## src/rtl/and_branch_pkg.sv

```systemverilog
// constants for the logical-product and short-branch execute block
// assumes a byte-wide fetch stream and a 16-bit register file outside
package and_branch_pkg;
   // ==========================================
   // opcode patterns
   localparam logic [7:0] OP_AND_RM_MASK = 8'hfc;
   localparam logic [7:0] OP_AND_RM      = 8'h20;
   localparam logic [7:0] OP_AND_ACC_MASK = 8'hfe;
   localparam logic [7:0] OP_AND_ACC     = 8'h24;
   localparam logic [7:0] OP_IMM_MASK    = 8'hfc;
   localparam logic [7:0] OP_IMM_GRP     = 8'h80;
   localparam logic [7:0] OP_IMM_SHORT   = 8'h82;
   localparam logic [2:0] SUB_AND        = 3'h4;
   localparam logic [7:0] OP_JC          = 8'h72;
   localparam logic [7:0] OP_JNC         = 8'h73;
   localparam logic [7:0] OP_JZ          = 8'h74;
   localparam logic [7:0] OP_JA          = 8'h77;
   localparam logic [7:0] OP_JS          = 8'h78;
   localparam logic [7:0] OP_JL          = 8'h7c;
   localparam logic [7:0] OP_JGE         = 8'h7d;
   localparam logic [7:0] OP_JLE         = 8'h7e;
   localparam logic [7:0] OP_JG          = 8'h7f;
   localparam logic [7:0] OP_JCXZ        = 8'he3;
   // ==========================================
   // field positions
   localparam int BIT_W = 0;
   localparam int BIT_D = 1;
   localparam int BIT_S = 1;
   localparam logic [1:0] MOD_REG  = 2'h3;
   localparam logic [1:0] MOD_D8   = 2'h1;
   localparam logic [1:0] MOD_D16  = 2'h2;
   localparam logic [1:0] MOD_NONE = 2'h0;
   localparam logic [2:0] RM_DIRECT = 3'h6;
   localparam logic [15:0] PC_RESET = 16'h0000;
   localparam logic [2:0] ACC_IDX   = 3'h0;
   typedef enum logic [2:0] {ST_OP, ST_MODRM, ST_DISP, ST_IMM, ST_MEM, ST_EXEC} state_t;
endpackage : and_branch_pkg

```

## src/rtl/and_branch_exec.sv

```systemverilog
// decode and execute of logical AND forms and short conditional branches
// assumes fetch presents one byte per valid, memory answers in the same cycle as the read strobe
`timescale 1ns/100ps
// Summary of operation
// - AND destination with source, write destination
// - accumulator form: byte or word immediate
// - 001000dW with mod/reg/rm, optional displacement
// - 1000000W sub 100, immediate after displacement
// - sign-bit immediate form takes one byte
// - lengths follow form, mod and width
// - taken branch adds sign-extended disp8 to pc
// - target spans -128 to +127 in segment
// - not taken: pc stays on next instruction
// - carry branch when carry set
// - count-zero branch, count register unchanged
// - equal branch when zero flag set
// - ge branch when sign xor overflow clear
// - greater branch when zero or xor clear
// - le branch when zero or xor set
// - above branch when carry or zero clear
module and_branch_exec
   import and_branch_pkg::*;
(
   input  wire logic        clk_i,
   input  wire logic        rst_b_i,
   input  wire logic        byte_valid_i,
   input  wire logic [7:0]  byte_i,
   output logic             byte_take_o,
   input  wire logic [15:0] reg_rd_data_i,
   input  wire logic [15:0] count_register_i,
   input  wire logic        carry_flag_i,
   input  wire logic        zero_flag_i,
   input  wire logic        sign_flag_i,
   input  wire logic        ovf_flag_i,
   input  wire logic [15:0] mem_rd_data_i,
   output logic [2:0]       reg_rd_idx_o,
   output logic             reg_wr_o,
   output logic [2:0]       reg_wr_idx_o,
   output logic             reg_wr_word_o,
   output logic [15:0]      reg_wr_data_o,
   output logic             mem_rd_o,
   output logic             mem_wr_o,
   output logic             mem_word_o,
   output logic [1:0]       mem_mod_o,
   output logic [2:0]       mem_rm_o,
   output logic [15:0]      mem_disp_o,
   output logic [15:0]      mem_wr_data_o,
   output logic             flag_wr_o,
   output logic             carry_flag_o,
   output logic             ovf_flag_o,
   output logic             zero_flag_o,
   output logic             sign_flag_o,
   output logic             parity_flag_o,
   output logic [15:0]      program_counter_o,
   output logic             branch_taken_o,
   output logic             illegal_o,
   output logic [2:0]       insn_len_o,
   output logic             done_o
);
   // ==========================================
   // state
   state_t      state_ff, nxt_state;
   logic [7:0]  op_ff;
   logic [7:0]  modrm_ff;
   logic [15:0] disp_ff, imm_ff;
   logic [1:0]  disp_cnt_ff, imm_cnt_ff;
   logic        disp_hi_ff, imm_hi_ff;
   logic [15:0] pc_ff;
   logic [2:0]  len_ff;
   logic [15:0] mem_val_ff;
   logic        reg_wr_ff, mem_rd_ff, mem_wr_ff, flag_wr_ff, taken_ff, ill_ff, done_ff;
   logic [15:0] wr_data_ff;
   logic        z_ff, s_ff, p_ff;

   // ==========================================
   // decode of first byte and modrm
   wire logic       take      = byte_valid_i && (state_ff == ST_OP || state_ff == ST_MODRM ||
                                               state_ff == ST_DISP || state_ff == ST_IMM);
   wire logic       is_rm     = (op_ff & OP_AND_RM_MASK) == OP_AND_RM;
   wire logic       is_acc    = (op_ff & OP_AND_ACC_MASK) == OP_AND_ACC;
   wire logic       is_grp    = ((op_ff & OP_IMM_MASK) == OP_IMM_GRP) ||
                                ((op_ff & OP_IMM_MASK) == OP_IMM_SHORT);
   wire logic       is_short  = op_ff[BIT_S] && is_grp;
   wire logic       wbit      = op_ff[BIT_W];
   wire logic       dbit      = op_ff[BIT_D];
   wire logic [1:0] md        = modrm_ff[7:6];
   wire logic [2:0] mid       = modrm_ff[5:3];
   wire logic [2:0] rm        = modrm_ff[2:0];
   // only the listed branches; other 7x codes fall to illegal
   wire logic       is_br     = (op_ff == OP_JC) || (op_ff == OP_JNC) || (op_ff == OP_JZ) ||
                                (op_ff == OP_JA) || (op_ff == OP_JS) || (op_ff == OP_JL) ||
                                (op_ff == OP_JGE) || (op_ff == OP_JLE) || (op_ff == OP_JG) ||
                                (op_ff == OP_JCXZ);
   wire logic       op_is_rm  = (byte_i & OP_AND_RM_MASK) == OP_AND_RM;
   wire logic       op_is_acc = (byte_i & OP_AND_ACC_MASK) == OP_AND_ACC;
   wire logic       op_is_grp = ((byte_i & OP_IMM_MASK) == OP_IMM_GRP) ||
                                ((byte_i & OP_IMM_MASK) == OP_IMM_SHORT);
   wire logic       op_is_br  = (byte_i == OP_JC) || (byte_i == OP_JNC) || (byte_i == OP_JZ) ||
                                (byte_i == OP_JA) || (byte_i == OP_JS) || (byte_i == OP_JL) ||
                                (byte_i == OP_JGE) || (byte_i == OP_JLE) || (byte_i == OP_JG) ||
                                (byte_i == OP_JCXZ);
   // displacement byte count from mod/rm
   wire logic [1:0] mb_disp   = (byte_i[7:6] == MOD_D8) ? 2'd1 :
                                (byte_i[7:6] == MOD_D16) ? 2'd2 :
                                (byte_i[7:6] == MOD_NONE && byte_i[2:0] == RM_DIRECT) ? 2'd2 : 2'd0;
   wire logic [1:0] imm_need  = is_br ? 2'd1 : (is_short || !wbit) ? 2'd1 : 2'd2;
   wire logic       grp_bad   = is_grp && (byte_i[5:3] != SUB_AND);

   // ==========================================
   // branch conditions
   wire logic sv  = sign_flag_i ^ ovf_flag_i;
   wire logic cond =
      (op_ff == OP_JC)   ?  carry_flag_i :
      (op_ff == OP_JNC)  ? !carry_flag_i :
      (op_ff == OP_JZ)   ?  zero_flag_i :
      (op_ff == OP_JA)   ? !(carry_flag_i | zero_flag_i) :
      (op_ff == OP_JS)   ?  sign_flag_i :
      (op_ff == OP_JL)   ?  sv :
      (op_ff == OP_JGE)  ? !sv :
      (op_ff == OP_JLE)  ?  (zero_flag_i | sv) :
      (op_ff == OP_JG)   ? !(zero_flag_i | sv) :
      (count_register_i == 16'h0000);
   // 16-bit wrap keeps the target inside the current segment
   wire logic [15:0] pc_next = pc_ff + {13'h0000, len_ff};
   wire logic [15:0] br_tgt  = pc_next + {{8{imm_ff[7]}}, imm_ff[7:0]};

   // ==========================================
   // operand selection for the AND
   wire logic        rm_is_reg = (md == MOD_REG);
   wire logic [15:0] rm_val    = rm_is_reg ? reg_rd_data_i : mem_val_ff;
   wire logic [15:0] imm_ext   = (is_short && wbit) ? {{8{imm_ff[7]}}, imm_ff[7:0]} : imm_ff;
   wire logic [15:0] a_dst     = is_acc ? reg_rd_data_i : rm_val;
   wire logic [15:0] a_src     = (is_acc || is_grp) ? imm_ext : reg_rd_data_i;
   logic [15:0] alu_res;
   logic        alu_z, alu_s, alu_p;
   // second read of the reg field is avoided: ports carry one register read
   logic [15:0] reg_hold_ff;
   wire logic [15:0] src2 = is_rm ? reg_hold_ff : a_src;

   and_flag_unit u_and
   (
      .word_i   (wbit),
      .dst_i    (a_dst),
      .src_i    (src2),
      .res_o    (alu_res),
      .zero_o   (alu_z),
      .sign_o   (alu_s),
      .parity_o (alu_p)
   );

   // ==========================================
   // sequencer
   always_comb
   begin
      nxt_state = state_ff;
      case (state_ff)
         ST_OP:
         begin
            if (byte_valid_i && op_is_br)
               nxt_state = ST_IMM;
            else if (byte_valid_i && (op_is_rm || op_is_grp))
               nxt_state = ST_MODRM;
            else if (byte_valid_i && op_is_acc)
               nxt_state = ST_IMM;
            else if (byte_valid_i)
               nxt_state = ST_EXEC;
         end
         ST_MODRM:
         begin
            if (byte_valid_i && grp_bad)
               nxt_state = ST_EXEC;
            else if (byte_valid_i && mb_disp != 2'd0)
               nxt_state = ST_DISP;
            else if (byte_valid_i && is_grp)
               nxt_state = ST_IMM;
            else if (byte_valid_i)
               nxt_state = (byte_i[7:6] == MOD_REG) ? ST_EXEC : ST_MEM;
         end
         ST_DISP:
            if (byte_valid_i && disp_cnt_ff == 2'd1)
               nxt_state = is_grp ? ST_IMM : ST_MEM;
         ST_IMM:
            if (byte_valid_i && imm_cnt_ff == 2'd1)
               nxt_state = (is_grp && !rm_is_reg) ? ST_MEM : ST_EXEC;
         ST_MEM:  nxt_state = ST_EXEC;
         ST_EXEC: nxt_state = ST_OP;
         default: nxt_state = ST_OP;
      endcase
   end

   always_ff @(posedge clk_i)
   begin
      if (!rst_b_i)
      begin
         state_ff <= ST_OP;
         op_ff <= 8'h00;
         modrm_ff <= 8'h00;
         disp_ff <= 16'h0000;
         imm_ff <= 16'h0000;
         disp_cnt_ff <= 2'd0;
         imm_cnt_ff <= 2'd0;
         disp_hi_ff <= 1'b0;
         imm_hi_ff <= 1'b0;
         len_ff <= 3'd0;
         mem_val_ff <= 16'h0000;
         reg_hold_ff <= 16'h0000;
      end
      else
      begin
         state_ff <= nxt_state;
         if (take)
            len_ff <= (state_ff == ST_OP) ? 3'd1 : len_ff + 3'd1;
         if (take && state_ff == ST_OP)
         begin
            op_ff <= byte_i;
            modrm_ff <= {MOD_REG, 3'h0, ACC_IDX};
            imm_hi_ff <= 1'b0;
            disp_hi_ff <= 1'b0;
            imm_ff <= 16'h0000;
            disp_ff <= 16'h0000;
            imm_cnt_ff <= (op_is_acc && byte_i[BIT_W]) ? 2'd2 : 2'd1;
         end
         if (take && state_ff == ST_MODRM)
         begin
            modrm_ff <= byte_i;
            disp_cnt_ff <= mb_disp;
            imm_cnt_ff <= imm_need;
            reg_hold_ff <= reg_rd_data_i;
         end
         if (take && state_ff == ST_DISP)
         begin
            disp_cnt_ff <= disp_cnt_ff - 2'd1;
            disp_hi_ff <= 1'b1;
            if (disp_hi_ff)
               disp_ff[15:8] <= byte_i;
            else
               disp_ff <= (md == MOD_D8) ? {{8{byte_i[7]}}, byte_i} : {8'h00, byte_i};
         end
         if (take && state_ff == ST_IMM)
         begin
            imm_cnt_ff <= imm_cnt_ff - 2'd1;
            imm_hi_ff <= 1'b1;
            if (imm_hi_ff)
               imm_ff[15:8] <= byte_i;
            else
               imm_ff[7:0] <= byte_i;
         end
         if (state_ff == ST_MEM)
            mem_val_ff <= mem_rd_data_i;
      end
   end

   // ==========================================
   // outputs; strobes, data, zero/sign/parity flags and pc registered, carry and overflow tied low, byte take, indices and width combinational
   wire logic exec     = (state_ff == ST_EXEC);
   wire logic and_op   = is_rm || is_acc || (is_grp && mid == SUB_AND);
   wire logic to_reg   = is_acc || (rm_is_reg && !(is_rm && dbit)) || (is_rm && dbit);
   wire logic [2:0] wr_idx = is_acc ? ACC_IDX : (is_rm && dbit) ? mid : rm;
   wire logic [2:0] rd_idx = (state_ff == ST_MODRM) ? byte_i[5:3] :
                             is_acc ? ACC_IDX : rm;                                    // reg field already held

   always_ff @(posedge clk_i)
   begin
      if (!rst_b_i)
      begin
         pc_ff <= PC_RESET;
         reg_wr_ff <= 1'b0;
         mem_rd_ff <= 1'b0;
         mem_wr_ff <= 1'b0;
         flag_wr_ff <= 1'b0;
         taken_ff <= 1'b0;
         ill_ff <= 1'b0;
         done_ff <= 1'b0;
         wr_data_ff <= 16'h0000;
         z_ff <= 1'b0;
         s_ff <= 1'b0;
         p_ff <= 1'b0;
      end
      else
      begin
         reg_wr_ff <= exec && and_op && !is_br && to_reg;
         mem_wr_ff <= exec && and_op && !is_br && !to_reg;
         mem_rd_ff <= (nxt_state == ST_MEM);
         flag_wr_ff <= exec && and_op && !is_br;
         taken_ff <= exec && is_br && cond;
         ill_ff <= exec && !and_op && !is_br;
         done_ff <= exec;
         if (exec)
         begin
            pc_ff <= (is_br && cond) ? br_tgt : pc_next;
            wr_data_ff <= alu_res;
            z_ff <= alu_z;
            s_ff <= alu_s;
            p_ff <= alu_p;
         end
      end
   end

   assign byte_take_o       = take;
   assign reg_rd_idx_o      = rd_idx;
   assign reg_wr_o          = reg_wr_ff;
   assign reg_wr_idx_o      = wr_idx;
   assign reg_wr_word_o     = wbit;
   assign reg_wr_data_o     = wr_data_ff;
   assign mem_rd_o          = mem_rd_ff;
   assign mem_wr_o          = mem_wr_ff;
   assign mem_word_o        = wbit;
   assign mem_mod_o         = md;
   assign mem_rm_o          = rm;
   assign mem_disp_o        = disp_ff;
   assign mem_wr_data_o     = wr_data_ff;
   assign flag_wr_o         = flag_wr_ff;
   assign carry_flag_o      = 1'b0;
   assign ovf_flag_o        = 1'b0;
   assign zero_flag_o       = z_ff;
   assign sign_flag_o       = s_ff;
   assign parity_flag_o     = p_ff;
   assign program_counter_o = pc_ff;
   assign branch_taken_o    = taken_ff;
   assign illegal_o         = ill_ff;
   assign insn_len_o        = len_ff;
   assign done_o            = done_ff;

   // ==========================================
   // checks
   a_flags_after_and : assert property (@(posedge clk_i) disable iff (!rst_b_i)
      flag_wr_o |-> (carry_flag_o == 1'b0 && ovf_flag_o == 1'b0 &&
                     zero_flag_o == (reg_wr_data_o == 16'h0000)))
      else $error("and left carry or overflow set");
   a_branch_no_flags : assert property (@(posedge clk_i) disable iff (!rst_b_i)
      branch_taken_o |-> !flag_wr_o && !reg_wr_o)
      else $error("branch wrote flags or register");
   a_taken_target : assert property (@(posedge clk_i) disable iff (!rst_b_i)
      (exec && is_br && cond) |=> program_counter_o == $past(br_tgt))
      else $error("taken branch target wrong");
   a_not_taken_pc : assert property (@(posedge clk_i) disable iff (!rst_b_i)
      (exec && is_br && !cond) |=> program_counter_o == $past(pc_next) && !branch_taken_o)
      else $error("untaken branch moved pc wrongly");
   a_carry_branch : assert property (@(posedge clk_i) disable iff (!rst_b_i)
      (exec && op_ff == OP_JC) |=> branch_taken_o == $past(carry_flag_i))
      else $error("carry branch decision wrong");
   a_count_zero : assert property (@(posedge clk_i) disable iff (!rst_b_i)
      (exec && op_ff == OP_JCXZ) |=> branch_taken_o == ($past(count_register_i) == 16'h0000))
      else $error("count-zero decision wrong");
   a_greater_branch : assert property (@(posedge clk_i) disable iff (!rst_b_i)
      (exec && op_ff == OP_JG) |=> branch_taken_o ==
         !($past(zero_flag_i) | ($past(sign_flag_i) ^ $past(ovf_flag_i))))
      else $error("greater branch decision wrong");
   a_branch_length : assert property (@(posedge clk_i) disable iff (!rst_b_i)
      (exec && is_br) |-> len_ff == 3'd2)
      else $error("short branch not two bytes");
   a_and_length : assert property (@(posedge clk_i) disable iff (!rst_b_i)
      (exec && and_op && !is_br) |-> (len_ff >= 3'd2 && len_ff <= 3'd6))
      else $error("and length out of range");
endmodule : and_branch_exec

```

## src/rtl/and_flag_unit.sv

```systemverilog
// combinational AND and flag generation for byte and word widths
// assumes operands already aligned in the low bits for byte width
`timescale 1ns/100ps
module and_flag_unit
   import and_branch_pkg::*;
(
   input  wire logic        word_i,
   input  wire logic [15:0] dst_i,
   input  wire logic [15:0] src_i,
   output logic [15:0]      res_o,
   output logic             zero_o,
   output logic             sign_o,
   output logic             parity_o
);
   wire logic [15:0] prod = dst_i & src_i;
   // byte form keeps high byte zero so writers can pick lanes
   assign res_o    = word_i ? prod : {8'h00, prod[7:0]};
   assign zero_o   = word_i ? (prod == 16'h0000) : (prod[7:0] == 8'h00);
   assign sign_o   = word_i ? prod[15] : prod[7];
   // parity looks at the low byte only, even count sets it
   assign parity_o = ~^prod[7:0];
endmodule : and_flag_unit

```

## config.mk

```make
export PLATFORM = sky130hd
export DESIGN_NAME = and_branch_exec
export DESIGN_NICKNAME = d
export VERILOG_FILES = /design/src/rtl/and_branch_pkg.sv /design/src/rtl/and_branch_exec.sv /design/src/rtl/and_flag_unit.sv
export SDC_FILE = /design/constraint.sdc
export NUM_CORES = 1
export LEC_CHECK = 0
export ABC_CLOCK_PERIOD_IN_PS = 4600
export BUFFER_PORTS_ARGS = -buffer_cell sky130_fd_sc_hd__buf_2
export CAP_MARGIN = 25
export CORE_MARGIN = 5
export CORE_UTILIZATION = 40
export DETAILED_ROUTE_END_ITERATION = 10
export PLACE_DENSITY = 0.68
export SYNTH_ARGS = -nofsm -noshare
export SYNTH_HDL_FRONTEND = slang
export SYNTH_SLANG_ARGS = --single-unit
```

## constraint.sdc

```tcl
create_clock -name clk_i -period 4.6 [get_ports clk_i]
set_input_delay 0.92 -clock clk_i [delete_from_list [all_inputs] [get_ports clk_i]]
set_output_delay 0.92 -clock clk_i [all_outputs]
set_load 0.005 [all_outputs]
```

# Word level (Yosys, flattened, before mapping)
# Index checks and enable logic that the tools add are counted.
classes:
  add_sub_neg: 5
  muxes: 62
  eq_ne: 42
  bitwise: 4
  n_reduce_logical: 81
op_table:
  columns: ["operator", "count"]
  rows:
  - ["2-to-1 mux 16 bit", 12]
  - ["== test 8 x 7 -> 1 bit (second input constant)", 18]
  - ["2-to-1 mux 3 bit", 16]
  - ["2-to-1 mux 8 bit", 6]
  - ["logical NOT 16 bit", 2]
  - ["logical AND 1 bit", 31]
  - ["logical OR 1 bit", 28]
  - ["2-to-1 mux 2 bit", 11]
  - ["adder 16 bit", 1]
  - ["adder 16 x 3 -> 16 bit", 1]
  - ["bitwise AND 16 bit", 1]
  - ["== test 8 bit (second input constant)", 2]
  - ["2-to-1 mux 1 bit", 16]
  - ["== test 3 bit (second input constant)", 5]
  - ["one-hot mux 3 bit (5 select lines)", 1]
  - ["== test 7 x 5 -> 1 bit (second input constant)", 2]
  - ["== test 6 x 4 -> 1 bit (second input constant)", 2]
  - ["== test 6 bit (second input constant)", 2]
  - ["logical NOT 1 bit", 10]
  - ["nonzero test 2 bit", 5]
  - ["== test 2 x 1 -> 1 bit (second input constant)", 4]
  - ["logical NOT 8 bit", 1]
  - ["XNOR reduction 8 bit", 1]
  - ["== test 2 bit (second input constant)", 3]
  - ["other kinds (10)", 13]
word_totals:
  register_bits: 134
  wordCells: 219
  inputBits: 63

# Logic depth before layout (Yosys ltp)
logic_depth:
  word_depth: 14
  depth_mapped: 15

# Modules after synthesis
# From an unflattened synthesis, not the netlist that was laid out.
unflattened:
  hier_cells: 1053
  area_unflattened_um2: 7888.8
by_module_without_submodules:
  columns: ["module", "seq_area_each_um2", "cells_per_inst", "area_per_inst_um2", "instances"]
  rows:
  - ["and_branch_exec", 2682.6, 1014, 7636.1, 1]
  - ["and_flag_unit", 0.0, 39, 252.7, 1]

# Worst setup path before layout
# Ideal clock, no wire load.
synth_timing:
  path_kind: "flip-flop to flip-flop"
  start: "register len_ff[0] (netlist: insn_len_o[0])"
  end: "register pc_ff[15] (netlist: program_counter_o[15])"
  setup_time_ps: 72
  t_required_ps: 4528
  path_stages_with_launch: 16
  arrival_ps: 3396
  synth_period_minus_slack_ps: 3468
  slack_ps: 1132
  cell_sequence: "dfxtp_1 -> ha_1 -> fa_1 -> a21oi_1 -> nor3b_1 -> and3_1 -> clkbuf_1 -> xor2_1 -> ha_1 -> o21a_1 -> o21ai_0 -> a21oi_1 -> o41ai_1 -> mux2i_1 -> mux2i_1 -> mux2i_1"
synth_between:
  elab_chain_len: 3
synth_lines:
  columns: ["element", "line_no", "source"]
  rows:
  - ["start: declaration", "and_branch_exec.sv:69", "logic [2:0] len_ff;"]
  - ["start signal: assignment", "and_branch_exec.sv:212", "len_ff <= (state_ff == ST_OP) ? 3'd1 : len_ff + 3'd1;"]
  - ["adder 16 x 3 -> 16 bit *", "and_branch_exec.sv:124", "wire logic [15:0] pc_next = pc_ff + {13'h0000, len_ff};"]
  - ["adder 16 bit", "and_branch_exec.sv:125", "wire logic [15:0] br_tgt = pc_next + {{8{imm_ff[7]}}, imm_ff[7:0]};"]
  - ["2-to-1 mux 16 bit *", "and_branch_exec.sv:290", "pc_ff <= (is_br && cond) ? br_tgt : pc_next;"]
  - ["end signal: assignment", "and_branch_exec.sv:290", null]
  - ["end: declaration", "and_branch_exec.sv:68", "logic [15:0] pc_ff;"]
# Every way passes the cells marked *; elsewhere a longest branch is shown, timed or not.
# A chain may end at the register's enable or synchronous reset.

# Final worst setup path
# Same ends and word-level chain as after synthesis.

==> reports/metrics.csv <==
stage;metric;value;unit
worst_setup_path;crit path DAT;4130;ps
power_and_ir_drop;proportion of power drawn by the clock network;41.1;%
hold_path;worst hold-check path type;reg2reg;
power_and_ir_drop;pwr/cell area;346;mW/mm^2
logic_synthesis;number of enable flip-flop cells after synthesis;0;
clocking;buffer type at the clock tree root;sky130_fd_sc_hd__clkbuf_16;
die;die span in x;149;um
job;number of maximum-capacitance violations;0;
drt;Met2 Wirelength;10400;um
worst_setup_path;category of the most critical setup path;reg2reg;
clocking;buffers inserted during post-CTS setup optimization;0;
clocking;cts bufs inserted;17;
clocking;maximum level of the CTS H-tree;4;
timing;final hold violations;0;
global_route;first-pass GRT wire length;35900;um
final_layout;Core Util, Final;46.8;%
final_layout;filler cell count;1962;
worst_setup_path;startpoint class of the critical path;flop;
run_status;status;finished, final reports clean;
clocking;count of hold buffers inserted by post-cts repair;0;
power_and_ir_drop;total chip power;3.13;mW
timing;aggregate negative setup slack;0;ps
drt;wire length per cell;16.7;um
final_layout;Area growth, synth to finish;16.2;%
clocking;clock edge transition at the registers on the reported setup and hold paths;70;ps
final_layout;top library cells by usage in the layout, fill and taps aside;sky130_fd_sc_hd__nand2_1, sky130_fd_sc_hd__buf_2, sky130_fd_sc_hd__dfxtp_1;
logic_synthesis;fraction of synthesis flops using an asynchronous set or reset pin;0;%
logic_synthesis;total of warnings raised by yosys;0;
place;worst setup slack before clock tree synthesis;827;ps
final_layout;most frequent standard cell in the layout excluding fill and tap cells;sky130_fd_sc_hd__nand2_1;
global_route;total congestion overflow;0;
power_and_ir_drop;static power due to leakage;3.71;nW
clocking;Resized Gates After CTS;0;
worst_setup_path;type of element capturing the critical path;flop;
timing;Period Utilization, post-route;82.1;%
worst_setup_path;Req. time, crit path;4950;ps
drt;WL met1;10600;um
place;Inst Count DP;1332;
power_and_ir_drop;Switching Fraction;31.8;%
drt;average vias per placed instance;5.38;
timing;slew at the pin with the worst max-slew slack;808;ps
logic_synthesis;post-synthesis sequential area ratio;34.5;%
timing;Fin Clk Skew;8.72;ps
drt;via count;7334;
die;starting utilization of the core area;40.2;%
drt;post-detailed-routing wire length;22800;um
power_and_ir_drop;VDD IR-drop max;0.000251;V
drt;initial detailed-routing violation count;479;
final_layout;multi-input logic area;0.00459;mm^2
global_route;vias in the first global route;6947;
power_and_ir_drop;net load switching power;996;uW
final_layout;NumNets Final;1176;
logic_synthesis;Cells after Synth;993;
clocking;clock tree from TritonCTS;yes;
global_route;global-route usage over all layers;20.2;%
timing;worst rel slew slack;46.1;%
timing;unrepaired setup endpoints after global routing;no;
die;area enclosed by the die boundary;0.0223;mm^2
die;floorplan row count;51;
final_layout;final instance count without filler cells;1364;
final_layout;final instance area;0.00904;mm^2
global_route;maximum number of pins on one net before global-route repair;71;
drt;total met3 wirelength after detailed routing;1380;um
logic_synthesis;count of different cell masters after synthesis;74;
final_layout;register area;0.00268;mm^2
timing;final setup slack of the worst path;824;ps
power_and_ir_drop;fraction of power consumed by combinational cells;17.6;%
timing;clock period minus final worst setup slack;3780;ps
drt;number of remaining DRC errors;0;
timing;Slew Viols, Final;0;
drt;Detail Route Antenna Nets;0;
clocking;clk sinks;134;
global_route;antenna violations before repair;0;
final_layout;layout cell share with drive strength beyond 1;18.8;%
die;io pins;156;
logic_synthesis;average size of a mapped cell;7.83;um^2
power_and_ir_drop;sequential power share;41.3;%
place;Port-buffer cells;153;
drt;uppermost layer routed;met4;
drt;1st-pass router iterations;5;
timing;final setup vio count;0;
logic_synthesis;flip-flop cell with the highest count after synthesis;sky130_fd_sc_hd__dfxtp_1;
clocking;Clock Path Buffers;2;
timing;worst hold slack after final layout;459;ps
timing;highest attainable clock frequency;0.265;GHz
power_and_ir_drop;internal power;2.14;mW
die;core box area;0.0193;mm^2
logic_synthesis;area of the mapped netlist;0.00778;mm^2
clocking;worst skew pair latency;420;ps
place;instance area at placement;0.00849;mm^2
logic_synthesis;Yosys reg bits;134;
worst_setup_path;Max Fanout on Critical Path;5;
place;Placer Congestion;0.879;
final_layout;number of antenna cells inserted;0;
die;Die H;149;um
place;final HPWL from detailed placement;16200;um
[worst max-delay path, stage by stage, from the launching register on]
cell and delay [ps]:
sky130_fd_sc_hd__dfxtp_1 400, sky130_fd_sc_hd__ha_1 220, sky130_fd_sc_hd__fa_1 220, sky130_fd_sc_hd__a21oi_1 110
sky130_fd_sc_hd__nor3b_1 410, sky130_fd_sc_hd__and3_1 340, sky130_fd_sc_hd__xor2_1 190, sky130_fd_sc_hd__ha_1 310
sky130_fd_sc_hd__o21a_1 210, sky130_fd_sc_hd__o21ai_0 160, sky130_fd_sc_hd__a21oi_1 100, sky130_fd_sc_hd__o41ai_1 340
sky130_fd_sc_hd__mux2i_1 280, sky130_fd_sc_hd__mux2i_1 240, sky130_fd_sc_hd__mux2i_1 190
[final cells by class]
| class | count | share of cell area (%) |
|---|---|---|
| inverter | 13 | 0.540 |
| sequential | 134 | 29.7 |
| clock inverter | 15 | 1.44 |
| tap | 265 | 3.67 |
| multi-input combinational | 758 | 50.8 |
| clock buffer | 17 | 4.70 |
| timing repair buffer | 162 | 9.22 |
[final timing paths]
path | startpoint | to | slack (ps) | cells past startpoint
max | insn_len_o[0]$_SDFFE_PN0P_ | program_counter_o[15]$_SDFFE_PN0P_ | 820 | 14
min | mem_disp_o[13]$_SDFFE_PN0P_ | mem_disp_o[13]$_SDFFE_PN0P_ | 460 | 2
max reg2reg | insn_len_o[0]$_SDFFE_PN0P_ | program_counter_o[15]$_SDFFE_PN0P_ | 820 | 14
min reg2reg | mem_disp_o[13]$_SDFFE_PN0P_ | mem_disp_o[13]$_SDFFE_PN0P_ | 460 | 2
[power groups by stage]
| stage | Combinational [mW] | Clock [mW] | Sequential [mW] |
|---|---|---|---|
| 3_3_place_gp | 0.543 | 0 | 1.32 |
| 5_1_grt | 0.608 | 1.37 | 1.30 |
| 4_1_cts | 0.549 | 1.32 | 1.29 |
| 2_1_floorplan | 0.398 | 0 | 1.28 |
| 3_5_place_dp | 0.547 | 0 | 1.32 |
| 6_report | 0.552 | 1.29 | 1.29 |
[layer usage]
layer | GRT usage, % | vias up
li1 | - | 3654
met1 | 27.2 | 3441
met2 | 32.8 | 211
met3 | 4.12 | 28
met4 | 5.68 | 0
met5 | 0 | -
[registers in the layout, summed over array words and instances, names as in the netlist, 3 cells and up]
| name | count |
|---|---|
| imm_ff | 16 |
| mem_disp_o | 16 |
| mem_val_ff | 16 |
| mem_wr_data_o | 16 |
| program_counter_o | 16 |
| reg_hold_ff | 16 |
| modrm_ff | 8 |
| op_ff | 8 |
| insn_len_o | 3 |
| state_ff | 3 |
[cell families after synthesis]
family,count (synthesis),share of synthesized area [%]
DFF,134,34.5
buffers and inverters,102,6.55
other,1,0.0482
adders and majority gates,27,4.54
xor gates and xnor gates,27,3.04
and+or+nand+nor,406,24.4
muxes,25,3.23
AOI/OAI and AO/OA,271,23.7
[cells in the mapped netlist, types with 8 or more instances]
cell type                  number  area [um^2]
sky130_fd_sc_hd__a211o_1        9         78.8
sky130_fd_sc_hd__a21boi_0      76          571
sky130_fd_sc_hd__a21oi_1       40          200
sky130_fd_sc_hd__a22oi_1       14          105
sky130_fd_sc_hd__a31oi_1        8         50.1
sky130_fd_sc_hd__and2_1        22          138
sky130_fd_sc_hd__buf_2          8         40.0
sky130_fd_sc_hd__buf_4         24          180
sky130_fd_sc_hd__clkbuf_1      52          195
sky130_fd_sc_hd__dfxtp_1      134         2680
sky130_fd_sc_hd__ha_1          25          313
sky130_fd_sc_hd__inv_1         12         45.0
sky130_fd_sc_hd__mux2i_1       24          240
sky130_fd_sc_hd__nand2_1      186          698
sky130_fd_sc_hd__nand2b_1      14         87.6
sky130_fd_sc_hd__nand3_1       46          230
sky130_fd_sc_hd__nand4_1        8         50.1
sky130_fd_sc_hd__nor2_1        53          199
sky130_fd_sc_hd__nor2b_1       21          131
sky130_fd_sc_hd__nor3_1        21          105
sky130_fd_sc_hd__o21ai_0       51          255
sky130_fd_sc_hd__o21ai_1       10         50.1
sky130_fd_sc_hd__o22ai_1        8         50.1
sky130_fd_sc_hd__xnor2_1       15          131
sky130_fd_sc_hd__xor2_1        12          105
No activity file was read; power rests on OpenSTA's default activity.
